===== config.mk =====
export PLATFORM = sky130hd
export DESIGN_NAME = cgyc_config
export DESIGN_NICKNAME = d
export VERILOG_FILES = /design/src/cgyc_matrix_row.v /design/src/cgyc_config.v
export VERILOG_INCLUDE_DIRS = /design/src
export SDC_FILE = /design/constraint.sdc
export NUM_CORES = 2
export LEC_CHECK = 0
export BUFFER_PORTS_ARGS = -buffer_cell sky130_fd_sc_hd__buf_4
export CORE_MARGIN = 2
export CORE_UTILIZATION = 30
export DETAILED_ROUTE_END_ITERATION = 7
export PLACE_DENSITY = 0.49
export SLEW_MARGIN = 10
export SYNTH_ARGS = -nofsm -noshare
export SYNTH_HDL_FRONTEND = slang
export SYNTH_SLANG_ARGS = --single-unit
export TNS_END_PERCENT = 20

===== constraint.sdc =====
create_clock -name clk_i -period 11.1 [get_ports clk_i]
set_input_delay 1.11 -clock clk_i [delete_from_list [all_inputs] [get_ports clk_i]]
set_output_delay 1.11 -clock clk_i [all_outputs]
set_load 0.05 [all_outputs]

===== src/cgyc_map.vh =====
// register offsets, field positions and reset values of the colour config bank
`ifndef CGYC_MAP_VH
`define CGYC_MAP_VH
`define CGYC_OFS_OFFSET_BLUE 8'h00
`define CGYC_OFS_GAMMA_CFG 8'h04
`define CGYC_OFS_LUMA_ADJ 8'h08
`define CGYC_OFS_MUL_RY 8'h0C
`define CGYC_OFS_MUL_GY 8'h10
`define CGYC_OFS_MUL_BY 8'h14
`define CGYC_OFS_MUL_RCB 8'h18
`define CGYC_OFS_MUL_GCB 8'h1C
`define CGYC_OFS_MUL_BCB 8'h20
`define CGYC_OFS_STATUS 8'h24
`define CGYC_GMM_SIZE_HI 6
`define CGYC_GMM_SIZE_LO 5
`define CGYC_GMM_SRC_BIT 4
`define CGYC_GMM_SKIP_B_BIT 2
`define CGYC_GMM_SKIP_G_BIT 1
`define CGYC_GMM_SKIP_R_BIT 0
`define CGYC_RST_OFFSET_BLUE 13'h0000
`define CGYC_RST_GMM_SIZE 2'h3
`define CGYC_RST_GMM_SRC 1'h0
`define CGYC_RST_GMM_SKIP 3'h7
`define CGYC_RST_BRIGHT 8'h00
`define CGYC_RST_CONTRAST 8'h10
`define CGYC_RST_MUL_RY 12'h04D
`define CGYC_RST_MUL_GY 12'h096
`define CGYC_RST_MUL_BY 12'h01D
`define CGYC_RST_MUL_RCB 12'hFD5
`define CGYC_RST_MUL_GCB 12'hFAB
`define CGYC_RST_MUL_BCB 12'h080
`define CGYC_GMM_WORDS_BASE 10'h040
`endif


===== src/cgyc_matrix_row.v =====
// one row of a 3x3 colour matrix with S3.8 coefficients and a registered output
`timescale 1ns/10ps
`default_nettype none
module cgyc_matrix_row #(
  parameter PIX_W = 10
) (
  input wire clk_i, // pipe clock
  input wire rst_i, // sync reset
  input wire [PIX_W-1:0] red_i, // red input
  input wire [PIX_W-1:0] green_i, // green input
  input wire [PIX_W-1:0] blue_i, // blue input
  input wire [11:0] coef_r_i, // red weight
  input wire [11:0] coef_g_i, // green weight
  input wire [11:0] coef_b_i, // blue weight
  output reg [PIX_W+4:0] sum_o // signed weighted sum
);
  wire signed [PIX_W+13:0] prod_r;
  wire signed [PIX_W+13:0] prod_g;
  wire signed [PIX_W+13:0] prod_b;
  wire signed [PIX_W+13:0] total;
  assign prod_r = $signed({1'b0, red_i}) * $signed(coef_r_i);
  assign prod_g = $signed({1'b0, green_i}) * $signed(coef_g_i);
  assign prod_b = $signed({1'b0, blue_i}) * $signed(coef_b_i);
  // round half up, then drop the eight fraction bits
  assign total = prod_r + prod_g + prod_b + $signed({{(PIX_W+6){1'b0}}, 8'h80});
  // saturate when the rounded sum leaves the output range
  always @(posedge clk_i)
  begin
    if (rst_i)
      sum_o <= {(PIX_W+5){1'b0}};
    else if (total[PIX_W+13] != total[PIX_W+12])
      sum_o <= {total[PIX_W+13], {(PIX_W+4){~total[PIX_W+13]}}};
    else
      sum_o <= total[PIX_W+12:8];
  end
endmodule // cgyc_matrix_row
`default_nettype wire


===== src/cgyc_config.v =====
// colour path configuration bank: wishbone registers plus the datapath using them
`timescale 1ns/10ps
`default_nettype none
`include "cgyc_map.vh"
module cgyc_config #(
  parameter PIX_W = 10
) (
  input wire clk_i, // pipe clock
  input wire rst_i, // sync reset, active high
  input wire wb_cyc_i, // wishbone cycle
  input wire wb_stb_i, // wishbone strobe
  input wire wb_we_i, // write enable
  input wire [7:0] wb_adr_i, // byte address
  input wire [3:0] wb_sel_i, // byte lanes
  input wire [31:0] wb_dat_i, // write data
  output reg [31:0] wb_dat_o, // read data
  output wire wb_ack_o, // acknowledge
  output wire wb_err_o, // unmapped address
  input wire pix_valid_i, // pixel strobe
  input wire [PIX_W-1:0] blue_cc_i, // blue from colour matrix, before offset
  input wire [PIX_W-1:0] red_i, // red into yc matrix
  input wire [PIX_W-1:0] green_i, // green into yc matrix
  input wire [PIX_W-1:0] blue_i, // blue into yc matrix
  output reg [PIX_W-1:0] blue_cc_o, // blue after offset, clipped
  output wire [9:0] gamma_words_o, // gamma table entries
  output wire gamma_source_select_o, // one selects ROM table
  output wire gamma_skip_blue_o, // blue uncorrected
  output wire gamma_skip_green_o, // green uncorrected
  output wire gamma_skip_red_o, // red uncorrected
  output reg [PIX_W-1:0] luma_o, // adjusted luma
  output reg [PIX_W-1:0] blue_diff_o, // blue-difference chroma, signed
  output reg pix_valid_o // output strobe
);
  reg [12:0] rgb_offset_blue_q;
  reg [1:0] gamma_table_size_q;
  reg gamma_source_select_q;
  reg [2:0] gamma_skip_q;
  reg [7:0] brightness_offset_q;
  reg [7:0] contrast_gain_q;
  reg [11:0] matrix_red_to_luma_q;
  reg [11:0] matrix_green_to_luma_q;
  reg [11:0] matrix_blue_to_luma_q;
  reg [11:0] matrix_red_to_blue_diff_q;
  reg [11:0] matrix_green_to_blue_diff_q;
  reg [11:0] matrix_blue_to_blue_diff_q;
  reg ack_q;
  reg err_q;
  reg valid_pipe_q;
  reg [31:0] rd_d;
  reg hit_d;
  wire req;
  wire wr;
  wire [31:0] wmask;
  wire [31:0] wval;

  wire wr_offset_blue;
  wire wr_gamma_cfg;
  wire wr_luma_adj;
  wire wr_mul_ry;
  wire wr_mul_gy;
  wire wr_mul_by;
  wire wr_mul_rcb;
  wire wr_mul_gcb;
  wire wr_mul_bcb;
  wire [PIX_W+4:0] luma_raw;
  wire [PIX_W+4:0] bdiff_raw;
  reg [PIX_W+13:0] luma_scaled_d;
  reg [PIX_W+13:0] luma_bright_d;
  reg signed [PIX_W+4:0] bdiff_d;
  reg signed [PIX_W+3:0] bsum_d;
  // offset sign-extended to the sum width
  wire signed [PIX_W+3:0] offset_ext;
  reg [PIX_W-1:0] blue_cc_d;
  reg [PIX_W-1:0] luma_d;
  reg [PIX_W-1:0] blue_diff_d;
  localparam [PIX_W-1:0] PIX_MAX = {PIX_W{1'b1}};
  localparam [PIX_W-1:0] CHROMA_MAX = {1'b0, {(PIX_W-1){1'b1}}};
  localparam [PIX_W-1:0] CHROMA_MIN = {1'b1, {(PIX_W-1){1'b0}}};

  // one wait-free answer per request, dropped the cycle after
  assign req = wb_cyc_i & wb_stb_i & ~ack_q & ~err_q;
  assign wr = req & wb_we_i & hit_d;
  assign wb_ack_o = ack_q;
  assign wb_err_o = err_q;

  genvar gi;
  generate
    for (gi = 0; gi < 4; gi = gi + 1)
    begin : g_lane
      assign wmask[gi*8+7:gi*8] = {8{wb_sel_i[gi]}};
    end
  endgenerate

  // merge written lanes with current contents
  assign wval = (wb_dat_i & wmask) | (rd_d & ~wmask);

  always @*
  begin
    rd_d = 32'h00000000;
    hit_d = 1'b1;
    case (wb_adr_i)
      `CGYC_OFS_OFFSET_BLUE: rd_d = {19'h00000, rgb_offset_blue_q};
      `CGYC_OFS_GAMMA_CFG: rd_d = {25'h0000000, gamma_table_size_q, gamma_source_select_q, 1'b0, gamma_skip_q};
      `CGYC_OFS_LUMA_ADJ: rd_d = {16'h0000, brightness_offset_q, contrast_gain_q};
      `CGYC_OFS_MUL_RY: rd_d = {20'h00000, matrix_red_to_luma_q};
      `CGYC_OFS_MUL_GY: rd_d = {20'h00000, matrix_green_to_luma_q};
      `CGYC_OFS_MUL_BY: rd_d = {20'h00000, matrix_blue_to_luma_q};
      `CGYC_OFS_MUL_RCB: rd_d = {20'h00000, matrix_red_to_blue_diff_q};
      `CGYC_OFS_MUL_GCB: rd_d = {20'h00000, matrix_green_to_blue_diff_q};
      `CGYC_OFS_MUL_BCB: rd_d = {20'h00000, matrix_blue_to_blue_diff_q};
      `CGYC_OFS_STATUS: rd_d = {22'h000000, gamma_words_o};
      default: hit_d = 1'b0;
    endcase
  end

  // registered answer; read data only in the ack cycle
  always @(posedge clk_i)
  begin
    if (rst_i)
    begin
      ack_q <= 1'b0;
      err_q <= 1'b0;
      wb_dat_o <= 32'h00000000;
    end
    else
    begin
      ack_q <= req & hit_d;
      err_q <= req & ~hit_d;
      if (req & ~wb_we_i & hit_d)
        wb_dat_o <= rd_d;
      else
        wb_dat_o <= 32'h00000000;
    end
  end

  // reserved bits are discarded; software keeps them zero
  // status writes are acked and dropped
  assign wr_offset_blue = wr & (wb_adr_i == `CGYC_OFS_OFFSET_BLUE);
  assign wr_gamma_cfg = wr & (wb_adr_i == `CGYC_OFS_GAMMA_CFG);
  assign wr_luma_adj = wr & (wb_adr_i == `CGYC_OFS_LUMA_ADJ);
  assign wr_mul_ry = wr & (wb_adr_i == `CGYC_OFS_MUL_RY);
  assign wr_mul_gy = wr & (wb_adr_i == `CGYC_OFS_MUL_GY);
  assign wr_mul_by = wr & (wb_adr_i == `CGYC_OFS_MUL_BY);
  assign wr_mul_rcb = wr & (wb_adr_i == `CGYC_OFS_MUL_RCB);
  assign wr_mul_gcb = wr & (wb_adr_i == `CGYC_OFS_MUL_GCB);
  assign wr_mul_bcb = wr & (wb_adr_i == `CGYC_OFS_MUL_BCB);

  always @(posedge clk_i)
  begin
    if (rst_i)
      rgb_offset_blue_q <= `CGYC_RST_OFFSET_BLUE;
    else if (wr_offset_blue)
      rgb_offset_blue_q <= wval[12:0];
  end

  always @(posedge clk_i)
  begin
    if (rst_i)
    begin
      gamma_table_size_q <= `CGYC_RST_GMM_SIZE;
      gamma_source_select_q <= `CGYC_RST_GMM_SRC;
      gamma_skip_q <= `CGYC_RST_GMM_SKIP;
    end
    else if (wr_gamma_cfg)
    begin
      gamma_table_size_q <= wval[`CGYC_GMM_SIZE_HI:`CGYC_GMM_SIZE_LO];
      gamma_source_select_q <= wval[`CGYC_GMM_SRC_BIT];
      gamma_skip_q <= {wval[`CGYC_GMM_SKIP_B_BIT], wval[`CGYC_GMM_SKIP_G_BIT],
                       wval[`CGYC_GMM_SKIP_R_BIT]};
    end
  end

  always @(posedge clk_i)
  begin
    if (rst_i)
    begin
      brightness_offset_q <= `CGYC_RST_BRIGHT;
      contrast_gain_q <= `CGYC_RST_CONTRAST;
    end
    else if (wr_luma_adj)
    begin
      brightness_offset_q <= wval[15:8];
      contrast_gain_q <= wval[7:0];
    end
  end

  always @(posedge clk_i)
  begin
    if (rst_i)
      matrix_red_to_luma_q <= `CGYC_RST_MUL_RY;
    else if (wr_mul_ry)
      matrix_red_to_luma_q <= wval[11:0];
  end

  always @(posedge clk_i)
  begin
    if (rst_i)
      matrix_green_to_luma_q <= `CGYC_RST_MUL_GY;
    else if (wr_mul_gy)
      matrix_green_to_luma_q <= wval[11:0];
  end

  always @(posedge clk_i)
  begin
    if (rst_i)
      matrix_blue_to_luma_q <= `CGYC_RST_MUL_BY;
    else if (wr_mul_by)
      matrix_blue_to_luma_q <= wval[11:0];
  end

  always @(posedge clk_i)
  begin
    if (rst_i)
      matrix_red_to_blue_diff_q <= `CGYC_RST_MUL_RCB;
    else if (wr_mul_rcb)
      matrix_red_to_blue_diff_q <= wval[11:0];
  end

  always @(posedge clk_i)
  begin
    if (rst_i)
      matrix_green_to_blue_diff_q <= `CGYC_RST_MUL_GCB;
    else if (wr_mul_gcb)
      matrix_green_to_blue_diff_q <= wval[11:0];
  end

  always @(posedge clk_i)
  begin
    if (rst_i)
      matrix_blue_to_blue_diff_q <= `CGYC_RST_MUL_BCB;
    else if (wr_mul_bcb)
      matrix_blue_to_blue_diff_q <= wval[11:0];
  end

  // 64 shifted by the size code
  assign gamma_words_o = `CGYC_GMM_WORDS_BASE << gamma_table_size_q;
  assign gamma_source_select_o = gamma_source_select_q;
  assign gamma_skip_blue_o = gamma_skip_q[2];
  assign gamma_skip_green_o = gamma_skip_q[1];
  assign gamma_skip_red_o = gamma_skip_q[0];

  // blue offset, saturated to the pixel range
  assign offset_ext = {{(PIX_W-9){rgb_offset_blue_q[12]}}, rgb_offset_blue_q};

  always @*
  begin
    bsum_d = $signed({4'h0, blue_cc_i}) + offset_ext;
    if (bsum_d < 0)
      blue_cc_d = {PIX_W{1'b0}};
    else if (bsum_d > $signed({4'h0, PIX_MAX}))
      blue_cc_d = PIX_MAX;
    else
      blue_cc_d = bsum_d[PIX_W-1:0];
  end

  // held between pixel strobes
  always @(posedge clk_i)
  begin
    if (rst_i)
      blue_cc_o <= {PIX_W{1'b0}};
    else if (pix_valid_i)
      blue_cc_o <= blue_cc_d;
  end

  cgyc_matrix_row #(
    .PIX_W(PIX_W)
  ) u_luma_row (
    .clk_i(clk_i),
    .rst_i(rst_i),
    .red_i(red_i),
    .green_i(green_i),
    .blue_i(blue_i),
    .coef_r_i(matrix_red_to_luma_q),
    .coef_g_i(matrix_green_to_luma_q),
    .coef_b_i(matrix_blue_to_luma_q),
    .sum_o(luma_raw)
  );

  cgyc_matrix_row #(
    .PIX_W(PIX_W)
  ) u_bdiff_row (
    .clk_i(clk_i),
    .rst_i(rst_i),
    .red_i(red_i),
    .green_i(green_i),
    .blue_i(blue_i),
    .coef_r_i(matrix_red_to_blue_diff_q),
    .coef_g_i(matrix_green_to_blue_diff_q),
    .coef_b_i(matrix_blue_to_blue_diff_q),
    .sum_o(bdiff_raw)
  );

  // negative luma clips to zero before contrast
  // contrast then brightness, clipped to the pixel range
  always @*
  begin
    if (luma_raw[PIX_W+4])
      luma_scaled_d = {(PIX_W+14){1'b0}};
    else
      luma_scaled_d = (luma_raw * {{(PIX_W+6){1'b0}}, contrast_gain_q}) >> 4;
    luma_bright_d = luma_scaled_d + {{(PIX_W+6){1'b0}}, brightness_offset_q};
    bdiff_d = $signed(bdiff_raw);
    if (luma_bright_d > {{14{1'b0}}, PIX_MAX})
      luma_d = PIX_MAX;
    else
      luma_d = luma_bright_d[PIX_W-1:0];
    if (bdiff_d > $signed({5'h00, CHROMA_MAX}))
      blue_diff_d = CHROMA_MAX;
    else if (bdiff_d < $signed({5'h1F, CHROMA_MIN}))
      blue_diff_d = CHROMA_MIN;
    else
      blue_diff_d = bdiff_d[PIX_W-1:0];
  end

  // outputs land two cycles after their pixel, with the strobe
  always @(posedge clk_i)
  begin
    if (rst_i)
    begin
      luma_o <= {PIX_W{1'b0}};
      blue_diff_o <= {PIX_W{1'b0}};
      valid_pipe_q <= 1'b0;
      pix_valid_o <= 1'b0;
    end
    else
    begin
      valid_pipe_q <= pix_valid_i;
      pix_valid_o <= valid_pipe_q;
      luma_o <= luma_d;
      blue_diff_o <= blue_diff_d;
    end
  end
endmodule // cgyc_config
`default_nettype wire


==> run summary <==
========================================================================================================
Overall routed net length                                                                      121000 um
Top fanout value on the critical path                                                                 24
Fill count                                                                                         15400
Most frequent cells in the layout                                                           inv_1, fa_1, nand2_1
Maximum buffer depth of the clock tree                                                                 2
Worst-margin pin slew                                                                            1.29 ns
Post-CTS repair timing setup buffer count                                                              0
CP Launch Point                                                                                blue_i[2]
Die outline width                                                                                 386 um
Synth Flop Type                                                                                  dfxtp_1
Highest Signal Layer                                                                                met4
Buffer type at the clock tree root                                                             clkbuf_16
Met2 WL post-DR                                                                                 58400 um
Placement Rows                                                                                       140
Crit Reg-Reg Startpoint                                                                     matrix_blue_to_luma_q[7]$_SDFFE_PP0P_
Clock period minus worst slack                                                                   9.27 ns
Placed wire-length estimate                                                                    100000 um
Dpl cell area                                                                                 0.0465 mm2
CP dominant cell by count                                                                           fa_1
ANT nets after route                                                                                   0
1st-iter DRT viols                                                                                  1718
DR vias                                                                                            32500
Pre-Repair DR Iteration Count                                                                          7
Kind of path behind the tightest hold check                                                      reg2reg
Post-Syn Instances                                                                                  5048
# H-tree levels                                                                                        4
Die Span Y                                                                                        386 um
Startpoint types                                                                            primary input
Effective utilization at floorplan                                                                 0.301
Worst hold margin                                                                               0.462 ns
Setup slack on the worst flop-to-flop path                                                       1.92 ns
Number of max-slew violations in the final report                                                      0
Fraction of synthesis flops using an asynchronous set or reset pin                                     0
Clock skew after layout                                                                        0.0159 ns
Detail-routed via count per cell                                                                    4.67
Critical path endpoint                                                                      u_luma_row.sum_o[5]$_SDFF_PP0_
DRC violation count after routing                                                                      0
Worst setup slack before clock tree synthesis                                                    1.36 ns
Number of max-cap violations                                                                           0
Resize count post-CTS                                                                                  0
Netlist Area Pre-Place                                                                        0.0437 mm2
Endpoint of the worst-slack reg-to-reg timing path                                          u_luma_row.sum_o[5]$_SDFF_PP0_
Core Footprint                                                                                 0.145 mm2
Number of nets at the end of the flow                                                               6378
TritonCTS clock tree                                                                                done
Fraction of final layout cells with drive strength greater than 1                                 0.0441
Routability congestion estimate                                                                    0.840
I/O Buffers                                                                                          128
Latest clock arrival within the worst-skew pair                                                  0.50 ns
Number of synthesized flops with an enable pin                                                         0
Aggregate global routing overflow                                                                      0
Final worst-path cycle share                                                                       0.835
Worst path arrival time                                                                          9.64 ns
Combined global-route utilization of all metal layers                                              0.170
TritonCTS Sinks                                                                                      187
Delay of the slowest critical-path stage                                                         0.62 ns
Most frequent standard cell in the layout excluding fill and tap cells                             inv_1
Wire length on met3                                                                              4250 um
Average footprint of a synthesized cell                                                         8.66 um2
IO Pins                                                                                              169
Sequential cell area fraction in the yosys report                                                 0.0857
Synthesis-stage register bit count                                                                   187
FF-to-FF path depth                                                                                   29
First-pass GRT wire length                                                                     197000 um
Number of clock buffers inserted by TritonCTS                                                         17
Area overhead of the layout relative to synthesis                                                  7.65%
Routed wire per std cell                                                                         17.3 um
Total negative slack                                                                                0 ns
Fmax achieved                                                                                    108 MHz
CP Data Required Time                                                                           11.47 ns
Final count of negative-setup-slack endpoints                                                          0
RSZ-0062 raised after global routing                                                               false
WS Path Type                                                                                      in2reg
Metal1 wirelength                                                                               55500 um
Area of all placed cells without fillers                                                      0.0470 mm2
Die area                                                                                       0.149 mm2
Post-CTS clock slew at the launch and capture registers of the worst setup and hold paths        0.08 ns
Type of element capturing the critical path                                                         flop
Outcome                                                                                        completed
Max transition margin                                                                              0.117
PnR worst setup slack                                                                            1.83 ns
Cell type of the slowest stage on the worst timing path                                             fa_1
Ys Warns                                                                                               0
Post-synth cell types                                                                                 82
Largest net degree at the start of global routing                                                     49
Number of global-route vias before repair                                                          34400
Number of failing hold endpoints at the final stage                                                    0
Hold_buf cts                                                                                           0
Number of antenna violations at the first check in global routing                                      5
========================================================================================================
## worst min path at each step
stage,slack (ns),start,to,cells after the start
2_1_floorplan,0.41,valid_pipe_q$_SDFF_PP0_,pix_valid_o$_SDFF_PP0_,1
3_3_place_gp,0.46,valid_pipe_q$_SDFF_PP0_,pix_valid_o$_SDFF_PP0_,1
3_5_place_dp,0.46,valid_pipe_q$_SDFF_PP0_,pix_valid_o$_SDFF_PP0_,1
4_1_cts,0.47,valid_pipe_q$_SDFF_PP0_,pix_valid_o$_SDFF_PP0_,1
5_1_grt,0.48,valid_pipe_q$_SDFF_PP0_,pix_valid_o$_SDFF_PP0_,1
6_report,0.46,valid_pipe_q$_SDFF_PP0_,pix_valid_o$_SDFF_PP0_,1
## routing by layer
metal,vias to the layer above,track usage
li1,15400,-
met1,16500,0.231
met2,512,0.291
met3,84,0.0157
met4,0,0.0365
met5,-,0
## synth_stat cells, types with 15 or more instances
cell / n / share of area
inv_1: 1133 / 0.097
fa_1: 802 / 0.37
nand2_1: 536 / 0.046
ha_1: 460 / 0.13
and2_1: 442 / 0.063
nor2_1: 214 / 0.018
a21oi_1: 191 / 0.022
clkbuf_1: 189 / 0.016
dfxtp_1: 187 / 0.086
xnor2_1: 136 / 0.027
o21ai_0: 79 / 0.0090
nand3_1: 68 / 0.0078
xor2_1: 61 / 0.012
a21o_1: 49 / 0.0084
nor3_1: 36 / 0.0041
a211o_1: 29 / 0.0058
nand2b_1: 29 / 0.0042
nor2b_1: 29 / 0.0042
o21a_1: 28 / 0.0048
and3_1: 26 / 0.0037
buf_4: 23 / 0.0040
mux2i_1: 23 / 0.0053
a22oi_1: 19 / 0.0033
or3_1: 18 / 0.0026
o21bai_1: 17 / 0.0029
a211oi_1: 15 / 0.0026
## kinds of logic (layout without fill, tap and decap cells)
group / after synthesis / in the layout / synth area share
other cells: 1 / 23 / 0.0000858
buf+inv: 1350 / 1319 / 0.118
simple gates: 1450 / 1450 / 0.163
fa+ha+maj: 1262 / 1262 / 0.499
compound gates: 567 / 567 / 0.0864
flops: 187 / 187 / 0.0857
xor+xnor: 197 / 197 / 0.0395
mux: 34 / 34 / 0.00810
## state kept, by name, indices dropped and copies added, names as in the netlist, 2 cells and up
| register | count |
|---|---|
| matrix_blue_to_luma_q | 12 |
| matrix_green_to_blue_diff_q | 12 |
| contrast_gain_q | 8 |
| blue_cc_o | 10 |
| blue_diff_o | 10 |
| matrix_red_to_blue_diff_q | 12 |
| brightness_offset_q | 8 |
| wb_dat_o | 16 |
| gamma_skip_q | 3 |
| u_bdiff_row.sum_o | 15 |
| rgb_offset_blue_q | 13 |
| u_luma_row.sum_o | 15 |
| matrix_blue_to_blue_diff_q | 12 |
| matrix_green_to_luma_q | 12 |
| matrix_red_to_luma_q | 12 |
| gamma_table_size_q | 2 |
| luma_o | 10 |
## stage by stage
step                      instances   util
after detailed placement       6924  0.320
after floorplan                5069      -
final                          6956  0.324
after global routing           6955  0.324
after CTS                      6955  0.324
after global placement         6924  0.320
## worst max-delay path: cells and delay by family
family | cells | cell delay (ns)
AO/OA/AOI/OAI | 8 | 2.40
XOR/XNOR | 1 | 0.46
adder cells (fa/ha/maj) | 9 | 3.86
buffers and inverters | 5 | 0.51
AND/OR/NAND/NOR | 7 | 1.25
## area by class of cell
class                      instances  area (um2)  area share
antenna                            1        2.50   0.0000532
multi-input combinational       3532       34900       0.742
clock buffer                      20         447     0.00949
timing repair buffer             155        1160      0.0247
clock inverter                    11         135     0.00287
inverter                        1133        4250      0.0904
sequential                       187        3740      0.0796
tap                             1917        2400      0.0510
Power is left out: the tool's default activity adds up to more than one toggle a clock period on the data nets, which glitch-free logic cannot reach.
